===== src/hdl/chg_defs.svh =====
`ifndef CHG_DEFS_SVH
`define CHG_DEFS_SVH

// ---------------------------------------------------------------
// register map
// ---------------------------------------------------------------
`define CHG_SLAVE_ADDR 7'h6A
`define CHG_REG_STATUS 8'h00
`define CHG_REG_FAULT 8'h01
`define CHG_UNMAPPED_DATA 8'hFF
`define CHG_STATUS_RESET 8'h01
`define CHG_MASK_RESET 4'h0

// ---------------------------------------------------------------
// field positions
// ---------------------------------------------------------------
`define CHG_ST_SHIP_BIT 5
`define CHG_ST_RESETF_BIT 4
`define CHG_FL_UV_BIT 6
`define CHG_FL_OCP_BIT 4

// ---------------------------------------------------------------
// timing: hang timeout in microseconds at a 200 MHz clock
// ---------------------------------------------------------------
`define CHG_CLK_MHZ 200
`define CHG_HANG_US 50000
`define CHG_HANG_CYCLES (`CHG_HANG_US * `CHG_CLK_MHZ)
`define CHG_ALERT_CYCLES 8'd200

`endif


===== src/hdl/chg_pkg.sv =====
package chg_pkg;

    typedef enum logic [2:0] {
        CHG_IDLE,
        CHG_ADDR,
        CHG_REG,
        CHG_WDATA,
        CHG_RDATA,
        CHG_IGNORE
    } chg_phase_t;

    typedef enum logic [1:0] {
        CHG_READY = 2'b00,
        CHG_CHARGING = 2'b01,
        CHG_DONE = 2'b10,
        CHG_FAULT = 2'b11
    } chg_state_t;

endpackage


===== src/hdl/chg_pin_sync.sv =====
`timescale 1ns/100ps
`include "chg_defs.svh"

// two-stage synchroniser for a group of pins from outside clk_sys
module chg_pin_sync
import chg_pkg::*;
#(
    parameter int WIDTH = 2
)
(
    input wire logic clk_sys,
    input wire logic rst_n,
    input wire logic [WIDTH-1:0] pin_in,
    input wire logic [WIDTH-1:0] pin_reset_val,
    output logic [WIDTH-1:0] pin_sync
);

    typedef struct packed {
        logic [WIDTH-1:0] meta;
        logic [WIDTH-1:0] sync;
    } chg_sync_state_t;

    chg_sync_state_t st;
    chg_sync_state_t next_st;

    // first stage feeds only the second stage; flops hold the
    // difference from the reset level, so reset loads only zeros
    always_comb
    begin
        next_st = st;
        next_st.meta = pin_in ^ pin_reset_val;
        next_st.sync = st.meta;
    end

    // per-pin reset level is tied at the instance, so no false edges
    always_ff @(posedge clk_sys or negedge rst_n)
    begin
        if (!rst_n)
        begin
            st <= '0;
        end
        else
        begin
            st <= next_st;
        end
    end

    assign pin_sync = st.sync ^ pin_reset_val;

endmodule


===== src/hdl/chg_i2c_regs.sv =====
`timescale 1ns/100ps
`include "chg_defs.svh"

// Notes on behaviour
// - slave only, 100 and 400 kbps alike
// - seven-bit address 6A only
// - SDA stuck low resets the serial engine
// - hang timer restarts on start, stops on stop
// - SDA falling with SCL high is start
// - acknowledge only a matching address
// - direction bit 0 write, 1 read
// - eight bits then one acknowledge bit
// - stop releases bus, await new start
// - unmapped register reads return FF
// - bits 7:6 show live charge state
// - bit 5 write-only ship mode request
// - push-button reset flag clears on read
// - timer fault kept until chip-disable toggles
// - bits 2..0 show dpm, disable pin, switcher
// - overvoltage flag stays while condition persists
// - undervoltage flag reported once, clear on read
// - battery lockout flag stays while condition persists
// - overcurrent flag clears after a read
// - fault bits 3:0 are mask bits
// - overvoltage forces fault state, power bad, alert unless masked
module chg_i2c_regs
import chg_pkg::*;
#(
    parameter int unsigned HANG_CYCLES = `CHG_HANG_CYCLES
)
(
    input wire logic clk_sys,
    input wire logic rst_n,
    input wire logic scl_in,
    input wire logic sda_in,
    output logic sda_out,
    output logic sda_oe_n,
    input wire logic [1:0] charge_state,
    input wire logic reset_condition,
    input wire logic timer_fault,
    input wire logic input_dpm_active,
    input wire logic chip_disable_pin,
    input wire logic system_switcher_on,
    input wire logic input_overvoltage,
    input wire logic input_undervoltage,
    input wire logic battery_lockout,
    input wire logic battery_overcurrent,
    output logic ship_mode_request,
    output logic host_alert,
    output logic power_good_output
);

    // ---------------------------------------------------------------
    // reset release and pin synchronisers
    // ---------------------------------------------------------------
    logic [1:0] rst_sync;
    logic rst_int_n;

    // async assert, release through two flops
    always_ff @(posedge clk_sys or negedge rst_n)
    begin
        if (!rst_n)
        begin
            rst_sync <= 2'b00;
        end
        else
        begin
            rst_sync <= {rst_sync[0], 1'b1};
        end
    end
    assign rst_int_n = rst_sync[1];

    localparam int NPIN = 11;
    logic [NPIN-1:0] pins;
    logic [NPIN-1:0] pins_s;
    assign pins = {scl_in, sda_in, charge_state, reset_condition,
                   timer_fault, input_dpm_active, chip_disable_pin,
                   system_switcher_on, input_overvoltage,
                   input_undervoltage};
    logic [1:0] misc_s;

    chg_pin_sync #(.WIDTH(NPIN)) u_sync_a
    (
        .clk_sys(clk_sys),
        .rst_n(rst_int_n),
        .pin_in(pins),
        .pin_reset_val(11'h600), // bus lines idle high, inputs low
        .pin_sync(pins_s)
    );
    chg_pin_sync #(.WIDTH(2)) u_sync_b
    (
        .clk_sys(clk_sys),
        .rst_n(rst_int_n),
        .pin_in({battery_lockout, battery_overcurrent}),
        .pin_reset_val('0),
        .pin_sync(misc_s)
    );

    logic scl_s, sda_s, rstc_s, tmr_s, dpm_s, cd_s, sw_s, ov_s, uv_s;
    logic lock_s, ocp_s;
    logic [1:0] cst_s;
    assign {scl_s, sda_s, cst_s, rstc_s, tmr_s, dpm_s, cd_s, sw_s,
            ov_s, uv_s} = pins_s;
    assign {lock_s, ocp_s} = misc_s;

    // ---------------------------------------------------------------
    // state
    // ---------------------------------------------------------------
    typedef struct packed {
        logic scl_d;
        logic sda_d;
        logic cd_d;
        logic ov_d;
        logic uv_d;
        logic lock_d;
        logic ocp_d;
        chg_phase_t phase;
        logic [3:0] bitn;
        logic [7:0] shreg;
        logic rw;
        logic ack_phase;
        logic drive_low;
        logic [7:0] reg_ptr;
        logic [31:0] hang_cnt;
        logic hang_run;
        logic ship;
        logic resetf;
        logic timerf;
        logic uvf;
        logic ocpf;
        logic [3:0] mask;
        logic [7:0] alert_cnt;
    } chg_state_all_t;

    chg_state_all_t st;
    chg_state_all_t next_st;

    // read data for a register pointer; unmapped gives all ones
    function automatic logic [7:0] read_byte(input logic [7:0] ptr,
                                             input chg_state_all_t s,
                                             input logic [1:0] live,
                                             input logic [5:0] lv);
        logic [7:0] v;
        v = `CHG_UNMAPPED_DATA;
        if (ptr == `CHG_REG_STATUS)
            v = {live, 1'b0, s.resetf, s.timerf, lv[2:0]};
        else if (ptr == `CHG_REG_FAULT)
            v = {lv[5], s.uvf, lv[4], s.ocpf, s.mask};
        return v;
    endfunction

    logic [1:0] live_state;
    // overvoltage overrides the charge state field
    assign live_state = ov_s ? CHG_FAULT : cst_s;

    logic start_c, stop_c, scl_rise, scl_fall;
    assign start_c = st.scl_d && scl_s && st.sda_d && !sda_s;
    assign stop_c = st.scl_d && scl_s && !st.sda_d && sda_s;
    assign scl_rise = !st.scl_d && scl_s;
    assign scl_fall = st.scl_d && !scl_s;

    // ---------------------------------------------------------------
    // next state
    // ---------------------------------------------------------------
    always_comb
    begin
        logic [7:0] rb;
        logic rd_done;
        logic [7:0] rd_ptr;
        rb = 8'h00;
        rd_done = 1'b0;
        rd_ptr = st.reg_ptr;
        next_st = st;
        next_st.scl_d = scl_s;
        next_st.sda_d = sda_s;
        next_st.cd_d = cd_s;
        next_st.ov_d = ov_s;
        next_st.uv_d = uv_s;
        next_st.lock_d = lock_s;
        next_st.ocp_d = ocp_s;

        // bus hang timer counts while a frame runs and sda is low
        if (st.hang_run && !sda_s)
            next_st.hang_cnt = st.hang_cnt + 32'd1;
        else
            next_st.hang_cnt = 32'd0;

        case (st.phase)
            CHG_IDLE, CHG_IGNORE:
            begin
                next_st.drive_low = 1'b0;
            end
            default:
            begin
                if (scl_rise && !st.ack_phase)
                begin
                    next_st.shreg = {st.shreg[6:0], sda_s};
                    next_st.bitn = st.bitn + 4'd1;
                end
                else if (scl_rise && st.ack_phase && st.phase == CHG_RDATA)
                begin
                    // master nack ends the read burst
                    if (sda_s)
                        next_st.phase = CHG_IGNORE;
                end
                else if (scl_fall && st.ack_phase)
                begin
                    // acknowledge cycle over, release and prepare next byte
                    next_st.ack_phase = 1'b0;
                    next_st.drive_low = 1'b0;
                    next_st.bitn = 4'd0;
                    if (st.phase == CHG_RDATA)
                    begin
                        rb = read_byte(st.reg_ptr, st, live_state,
                            {ov_s, lock_s, 1'b0, dpm_s, cd_s, sw_s});
                        next_st.shreg = rb;
                        next_st.drive_low = !rb[7];
                        rd_done = 1'b1;
                        next_st.reg_ptr = st.reg_ptr + 8'd1;
                    end
                end
                else if (scl_fall && st.bitn == 4'd8)
                begin
                    // eighth clock falls: pick acknowledge per phase
                    next_st.ack_phase = 1'b1;
                    case (st.phase)
                        CHG_ADDR:
                        begin
                            if (st.shreg[7:1] == `CHG_SLAVE_ADDR)
                            begin
                                next_st.drive_low = 1'b1;
                                next_st.rw = st.shreg[0];
                                next_st.phase = st.shreg[0] ? CHG_RDATA
                                                            : CHG_REG;
                            end
                            else
                            begin
                                next_st.phase = CHG_IGNORE;
                            end
                        end
                        CHG_REG:
                        begin
                            next_st.reg_ptr = st.shreg;
                            next_st.drive_low = 1'b1;
                            next_st.phase = CHG_WDATA;
                        end
                        CHG_WDATA:
                        begin
                            next_st.drive_low = 1'b1;
                            if (st.reg_ptr == `CHG_REG_STATUS)
                                next_st.ship = st.shreg[`CHG_ST_SHIP_BIT];
                            else if (st.reg_ptr == `CHG_REG_FAULT)
                                next_st.mask = st.shreg[3:0];
                            next_st.reg_ptr = st.reg_ptr + 8'd1;
                        end
                        default:
                        begin
                            // read byte sent, master acknowledges
                            next_st.drive_low = 1'b0;
                        end
                    endcase
                end
                else if (scl_fall && st.phase == CHG_RDATA)
                begin
                    next_st.drive_low = !st.shreg[7]; // shifts on each rise
                end
            end
        endcase

        // first read byte loads when the address acknowledge ends
        if (rd_done)
            rd_ptr = st.reg_ptr;

        // clear-on-read flags clear when their byte is loaded
        if (rd_done && rd_ptr == `CHG_REG_STATUS)
            next_st.resetf = 1'b0;
        if (rd_done && rd_ptr == `CHG_REG_FAULT)
        begin
            next_st.uvf = 1'b0;
            next_st.ocpf = 1'b0;
        end

        // hardware set wins over a read clear
        if (rstc_s)
            next_st.resetf = 1'b1;
        if (uv_s && !st.uv_d)
            next_st.uvf = 1'b1;
        if (ocp_s && !st.ocp_d)
            next_st.ocpf = 1'b1;
        if (tmr_s)
            next_st.timerf = 1'b1;
        else if (cd_s != st.cd_d)
            next_st.timerf = 1'b0;

        // alert pulse on any unmasked rising fault
        if ((ov_s && !st.ov_d && !st.mask[3]) ||
            (uv_s && !st.uv_d && !st.mask[2]) ||
            (lock_s && !st.lock_d && !st.mask[1]) ||
            (ocp_s && !st.ocp_d && !st.mask[0]))
            next_st.alert_cnt = `CHG_ALERT_CYCLES;
        else if (st.alert_cnt != 8'd0)
            next_st.alert_cnt = st.alert_cnt - 8'd1;

        // frame control has the last word
        if (start_c)
        begin
            next_st.phase = CHG_ADDR;
            next_st.bitn = 4'd0;
            next_st.ack_phase = 1'b0;
            next_st.drive_low = 1'b0;
            next_st.hang_run = 1'b1;
            next_st.hang_cnt = 32'd0;
        end
        else if (stop_c)
        begin
            next_st.phase = CHG_IDLE;
            next_st.drive_low = 1'b0;
            next_st.hang_run = 1'b0;
        end
        else if (st.hang_cnt >= HANG_CYCLES)
        begin
            next_st.phase = CHG_IDLE;
            next_st.drive_low = 1'b0;
            next_st.hang_run = 1'b0;
            next_st.ack_phase = 1'b0;
        end
    end

    // ---------------------------------------------------------------
    // registers
    // ---------------------------------------------------------------
    always_ff @(posedge clk_sys or negedge rst_int_n)
    begin
        if (!rst_int_n)
        begin
            st <= '0;
            st.scl_d <= 1'b1;
            st.sda_d <= 1'b1;
            st.phase <= CHG_IDLE;
            st.mask <= `CHG_MASK_RESET;
        end
        else
        begin
            st <= next_st;
        end
    end

    // open-drain data: enable low means pulling low
    assign sda_out = 1'b0;
    assign sda_oe_n = !st.drive_low;
    assign ship_mode_request = st.ship;
    assign host_alert = st.alert_cnt != 8'd0;
    assign power_good_output = !st.ov_d && !st.uv_d;

    // ---------------------------------------------------------------
    // checks
    // ---------------------------------------------------------------
    property p_stop_idle;
        @(posedge clk_sys) disable iff (!rst_int_n)
        stop_c |=> st.phase == CHG_IDLE && !st.drive_low;
    endproperty
    a_stop_idle: assert property (p_stop_idle)
        else $error("stop did not release the bus");

    property p_start_addr;
        @(posedge clk_sys) disable iff (!rst_int_n)
        start_c |=> st.phase == CHG_ADDR && st.bitn == 4'd0;
    endproperty
    a_start_addr: assert property (p_start_addr)
        else $error("start not taken");

    property p_hang;
        @(posedge clk_sys) disable iff (!rst_int_n)
        (st.hang_cnt >= HANG_CYCLES && !start_c && !stop_c)
            |=> st.phase == CHG_IDLE;
    endproperty
    a_hang: assert property (p_hang)
        else $error("hang timeout did not reset engine");

    property p_nack_foreign;
        @(posedge clk_sys) disable iff (!rst_int_n)
        (st.phase == CHG_ADDR && scl_fall && st.bitn == 4'd8 &&
         st.shreg[7:1] != `CHG_SLAVE_ADDR && !start_c && !stop_c)
            |=> !st.drive_low;
    endproperty
    a_nack_foreign: assert property (p_nack_foreign)
        else $error("acked a foreign address");

    property p_ship_write;
        @(posedge clk_sys) disable iff (!rst_int_n)
        (st.phase == CHG_WDATA && scl_fall && !st.ack_phase &&
         st.bitn == 4'd8 && st.reg_ptr == `CHG_REG_STATUS)
            |=> st.ship == $past(st.shreg[`CHG_ST_SHIP_BIT]);
    endproperty
    a_ship_write: assert property (p_ship_write)
        else $error("ship request not taken from write");

    property p_ov_fault;
        @(posedge clk_sys) disable iff (!rst_int_n)
        (ov_s && st.ov_d) |-> live_state == CHG_FAULT && !power_good_output;
    endproperty
    a_ov_fault: assert property (p_ov_fault)
        else $error("overvoltage not forcing fault");

    property p_mask_alert;
        @(posedge clk_sys) disable iff (!rst_int_n)
        (!host_alert && ({ov_s && !st.ov_d, uv_s && !st.uv_d,
                          lock_s && !st.lock_d, ocp_s && !st.ocp_d}
                         & ~st.mask) == 4'h0)
            |=> !host_alert;
    endproperty
    a_mask_alert: assert property (p_mask_alert)
        else $error("masked fault raised alert");

    property p_uv_set;
        @(posedge clk_sys) disable iff (!rst_int_n)
        (uv_s && !st.uv_d) |=> st.uvf;
    endproperty
    a_uv_set: assert property (p_uv_set)
        else $error("undervoltage flag not set");

    property p_timer_hold;
        @(posedge clk_sys) disable iff (!rst_int_n)
        (st.timerf && cd_s == st.cd_d) |=> st.timerf;
    endproperty
    a_timer_hold: assert property (p_timer_hold)
        else $error("timer fault cleared without pin toggle");

endmodule


===== config.mk =====
export PLATFORM = sky130hd
export DESIGN_NAME = chg_i2c_regs
export DESIGN_NICKNAME = d
export VERILOG_FILES = /design/src/hdl/chg_pkg.sv /design/src/hdl/chg_pin_sync.sv /design/src/hdl/chg_i2c_regs.sv
export VERILOG_INCLUDE_DIRS = /design/src /design/src/hdl
export SDC_FILE = /design/constraint.sdc
export NUM_CORES = 1
export LEC_CHECK = 0
export BUFFER_PORTS_ARGS = -buffer_cell sky130_fd_sc_hd__buf_2
export CAP_MARGIN = 5
export CORE_UTILIZATION = 43
export CTS_CLUSTER_DIAMETER = 60
export DETAILED_ROUTE_END_ITERATION = 10
export GPL_ROUTABILITY_DRIVEN = 0
export GPL_TIMING_DRIVEN = 0
export HOLD_SLACK_MARGIN = 0.15
export PLACE_DENSITY = 0.6
export SETUP_SLACK_MARGIN = 0.02
export SKIP_LAST_GASP = 1
export SLEW_MARGIN = 20
export SYNTH_ARGS = -nofsm -noshare
export SYNTH_HDL_FRONTEND = slang
export SYNTH_SLANG_ARGS = --single-unit

===== constraint.sdc =====
create_clock -name clk_sys -period 3.6 [get_ports clk_sys]
set_input_delay 0.18 -clock clk_sys [delete_from_list [all_inputs] [get_ports clk_sys]]
set_output_delay 0.18 -clock clk_sys [all_outputs]
set_load 0.01 [all_outputs]

# Word level (Yosys, flattened, before mapping)
# Cells that the tools add are included.
[classes]
n_eq_ne = 20
n_reduce_logical = 74
n_lt_le_gt_ge = 1
add_sub_neg = 4
n_bitwise = 7
n_mux = 66
[ops]
columns = ["operator", "count"]
rows = [
  ["$mux W8", 11],
  ["$mux W32", 2],
  ["$add A32 B1 Y32 const B", 1],
  ["$ge A32 B24 Y1 const B", 1],
  ["$mux W3", 10],
  ["$logic_and A1 B1 Y1", 25],
  ["$mux W12", 2],
  ["$mux W1", 23],
  ["$mux W23", 1],
  ["$reduce_bool A5 Y1", 4],
  ["$mux W2", 9],
  ["$mux W17", 1],
  ["$logic_not A1 Y1", 16],
  ["$pmux W8 S2", 1],
  ["$reduce_bool A2 Y1", 8],
  ["$reduce_and A7 Y1", 2],
  ["$reduce_and A6 Y1", 2],
  ["$mux W11", 1],
  ["$mux W10", 1],
  ["$ne A5 B3 Y1 const B", 2],
  ["$ne A5 B4 Y1 const B", 2],
  ["$mux W9", 1],
  ["$reduce_bool A3 Y1", 3],
  ["$add A8 B1 Y8 const B", 1],
  ["29 further kinds", 42],
]
[totals]
in_bits = 15
output_inout_bits = 5
wordCells = 200
reg_bits = 111

# Logic depth before layout (Yosys ltp)
[logic_depth]
word_depth = 17
mapped_depth = 8
ltp_nobuf = 7

# Modules after synthesis
# Synthesis repeated with hierarchy kept, for this count alone.
[unflattened]
hier_cells = 536
area_unflattened_um2 = 5477.8
[by_module_without_submodules]
columns = ["module", "seq_area_each_um2", "cells_per_inst", "n_inst", "area_each_um2"]
rows = [
  ["chg_i2c_regs", 2104.5, 484, 1, 4599.4],
  ["chg_pin_sync at u_sync_a", 550.5, 44, 1, 743.2],
  ["chg_pin_sync at u_sync_b", 100.1, 8, 1, 135.1],
]

# Least setup slack after synthesis
# OpenSTA, ideal clock, no wires.
[synth_path]
path_type = "register to register"
startpoint = "register st[82] (netlist bit)"
endpoint = "register st[50] (netlist bit)"
arrival_ns = 1.846
required_ns = 3.470
setup_ns = 0.130
path_stages_with_launch = 8
n_path_buf = 2
path_slack_ns = 1.624
period_less_slack_ns = 1.976
path_cell_list = "dfstp_2 -> clkbuf_1 -> nand3_1 -> mux2i_1 -> clkbuf_1 -> nor2_1 -> a211oi_1 -> a21oi_1"
[synth_between]
elab_chain_len = 6
elab_cells_between_ends = 15
cone_classes = "eq/ne: 1; mux: 1; bitwise: 2; reduce/logical: 11"
[synth_rtl]
columns = ["element", "line", "source"]
rows = [
  ["start: declaration", "chg_i2c_regs.sv:135", "chg_state_all_t st;"],
  ["start signal: assignment", "chg_i2c_regs.sv:344", "st <= next_st;"],
  ["$logic_not A1 Y1", "chg_i2c_regs.sv:159", "assign scl_rise = !st.scl_d && scl_s;"],
  ["$logic_and A1 B1 Y1", "chg_i2c_regs.sv:159", ""],
  ["$logic_and A1 B1 Y1 (2 in series)", "chg_i2c_regs.sv:200", "else if (scl_rise && st.ack_phase && st.phase == CHG_RDATA)"],
  ["$not A1 Y1 (no line)", "n/a", ""],
  ["$reduce_and A6 Y1 (no line)", "n/a", ""],
]
# Several ways; a longest one is shown, not always the timed one.
# A chain may end at the register's enable or synchronous reset.

# Worst setup path in the final report
# Same ends and word-level chain as after synthesis.

==> results.sh <==
export IMPL_maxCapViolations=0
export IMPL_syn_inst=519
export IMPL_clkSlewWorstSetupHoldPaths_ns=0.07
export IMPL_min_period_ns=2.476
export IMPL_die_area_sq_um=12460
export IMPL_synth_area_leaders="dfrtp_1 (52%), nor2_1 (4.4%), xnor2_1 (3.9%)"
export IMPL_die_y_um=111.6
export IMPL_cts_setup_buffers=0
export IMPL_reg2reg_to="st[50]"
export IMPL_leakage_nw=2.457
export IMPL_initial_core_util_pct=44.68
export IMPL_layout_common_cells="dfrtp_1 (107), nor2_1 (60), nand2_1 (39), o21ai_0 (27), a21oi_1 (25)"
export IMPL_clk_latency_ns=0.36
export IMPL_reg2reg_depth=7
export IMPL_num_vias=3883
export IMPL_reg2reg_from="st[82]"
export IMPL_drt_antenna_violating_nets=0
export IMPL_syn2layout_area_growth_pct=14.77
export IMPL_antenna_found_initial=0
export IMPL_ys_flop_type="dfrtp_1"
export IMPL_antenna_cells=0
export IMPL_std_cell_rows=39
export IMPL_routed_wl_mm=10.63
export IMPL_cts_sinks=110
export IMPL_status="completed"
export IMPL_yosys_warnings=0
export IMPL_finalNetCount=588
export IMPL_cts_buffers=9
export IMPL_rsz0062_at_grt="no"
export IMPL_via_per_inst=5.454
export IMPL_cp_required_ns=3.83
export IMPL_num_io_pins=20
export IMPL_wl_per_cell_um=14.93
export IMPL_cts_resized=0
export IMPL_synth_top_cell_area_share_pct=52.30
export IMPL_grt_remaining_overflow=0
export IMPL_yosysSeqAreaShare_pct=53.32
export IMPL_finalClockSkew_ns=0.01229
export IMPL_cts_root_buffer="clkbuf_16"
export IMPL_fin_total_pwr_w=0.002829
export IMPL_drtIter0Drc=178
export IMPL_startpoint_type="flip-flop"
export IMPL_max_freq_mhz=403.9
export IMPL_yosys_area_top_type="dfrtp_1"
export IMPL_cp_arrival_ns=2.71
export IMPL_synth_edf_count=0
export IMPL_grt_usage_pct=18.86
export IMPL_holdBufCountCts=15
export IMPL_die_x_um=111.6
export IMPL_whs_ns=0.3064
export IMPL_irDropWorstVdd_uv=295.6
export IMPL_synth_seq_cells=110
export IMPL_grt_max_degree=40
export IMPL_dr_pass1_iters=5
export IMPL_crit_type="flip-flop to flip-flop"
export IMPL_power_density_nw_per_um2=477.0
export IMPL_timing_final_crit_share_pct=68.77
export IMPL_hold_class="flip-flop to async pin"
export IMPL_async_flop_share_pct=100.0
export IMPL_cts_max_level=3
export IMPL_syn_num_nets=542
export IMPL_clk_path_buf_depth=2
export IMPL_endpoint_kind="flip-flop"
export IMPL_final_common_cell="dfrtp_1"
export IMPL_fill_cells=1056
export IMPL_grt_pass1_vias=3941
export IMPL_core_area_sq_um=11560
export IMPL_ys_types=59
export IMPL_critPathMaxFanout=10
export IMPL_dp_hpwl_mm=7.483
export IMPL_finalHoldViolations=0
export IMPL_drive_above_1_share_pct=9.315
export IMPL_synth_area_sq_um=5167
export IMPL_tightest_slew_ns=0.7454
export IMPL_grt_pass1_wl_mm=18.73
export IMPL_drc_errors=0
export IMPL_syn_avg_cell_area_sq_um=9.957
export IMPL_maxSlewViolCount=0
export IMPL_relSlewSlack_pct=50.03
export IMPL_ff2ff_setup_slack_ns=1.12
export IMPL_setup_violations=0
export IMPL_cts_tree="done"
export IMPL_port_buffers=18
==> critical path, cell delays in order (launching register included) <==
cell	delay, ns
dfstp_2	0.51
clkbuf_1	0.29
nand3_1	0.31
mux2i_1	0.47
clkbuf_1	0.38
nor2_1	0.08
a211oi_1	0.24
a21oi_1	0.06
==> synthesized netlist by cell type (2+ instances only) <==
cell type / count
ha_1: 8
nor4_1: 16
nand2b_1: 7
nand4b_1: 3
a31oi_1: 9
and3_1: 7
and3b_1: 2
dfrtp_1: 108
o221ai_1: 5
and4_1: 5
nor3b_1: 7
nand4_1: 8
nor3_1: 13
a21oi_1: 25
dfstp_2: 2
or4b_2: 2
or3_1: 4
nor2_1: 60
mux2i_1: 2
o31a_1: 2
and2_1: 3
inv_1: 24
xor2_1: 11
mux2_2: 5
xnor2_1: 23
nor2b_1: 5
nand2_1: 39
a211oi_1: 4
or3_4: 2
o211ai_1: 7
o21ai_0: 27
conb_1: 2
o31ai_1: 6
clkbuf_1: 20
o21a_1: 3
nand3_1: 20
==> how the worst max path moves through the flow <==
| stage | cells after the start | to | slack, ns | from |
|---|---|---|---|---|
| floorplan | 0 | ship_mode_request | 0.31 | rst_sync[1] |
| finish | 7 | st[50] | 1.12 | st[82] |
| global route | 7 | st[50] | 0.94 | st[82] |
| CTS | 7 | st[50] | 1.12 | st[82] |
| detailed placement | 7 | st[50] | 1.13 | st[82] |
| global placement | 0 | st[72] | -0.92 | rst_sync[1] |
==> area by class of cell <==
class	instances	area (sq um)	area share, %
sequential	110	2759	46.52
buffer	21	82.58	1.392
tap	143	178.9	3.017
clock inverter	6	70.07	1.181
timing repair buffer	35	280.3	4.726
multi-input combinational	364	2245	37.85
inverter	24	90.09	1.519
clock buffer	9	225.2	3.797
==> cell families (layout without fill, tap and decap cells) <==
logic type | Yosys count | in the layout | share of synthesized area, %
adders and majority gates | 8 | 8 | 1.937
buffers and inverters | 45 | 95 | 3.341
AOI/OAI and AO/OA | 101 | 101 | 12.42
xor gates and xnor gates | 34 | 34 | 5.763
and+or+nand+nor | 212 | 212 | 21.60
muxes | 7 | 7 | 1.477
DFF | 110 | 110 | 53.32
other | 2 | 2 | 0.1453
==> stage by stage <==
step	instances	setup WS (ns)	utilization, %	TNS (ns)	instance area (sq um)
finish	712	1.124	51.28	0	5931
global route	712	0.9437	51.28	0	5931
CTS	712	1.118	51.28	0	5931
detailed placement	682	1.134	47.43	0	5485
global placement	680	-0.9241	47.01	-97.18	5436
floorplan	519	0.3122	-	0	5167
==> layer usage <==
metal	up-vias	wire (um)	share of wire [%]	global-route usage, %
met1	1881	5208	49	25.63
met2	59	4873	46	29.07
met3	15	344	3.2	3.266
met4	0	205	1.9	9.730
met5	-	0	0	0
li1	1928	-	-	-
==> flip-flops by register name, summed over array words and instances, names as in the netlist <==
signal             flops
u_sync_a.st           11
rst_sync               2
u_sync_b.st            2
u_sync_b.next_st       2
u_sync_a.next_st      11
st                    81
ship_mode_request      1
==> power by group <==
part / switching, W / leakage (nW) / internal, W
logic: 0.000218 / 0.930 / 0.000174
registers: 0.000111 / 1.38 / 0.00133
clock network: 0.000455 / 0.146 / 0.000542
total: 0.000784 / 2.46 / 0.00205
Note: power is estimated with default switching activity, not from simulation.
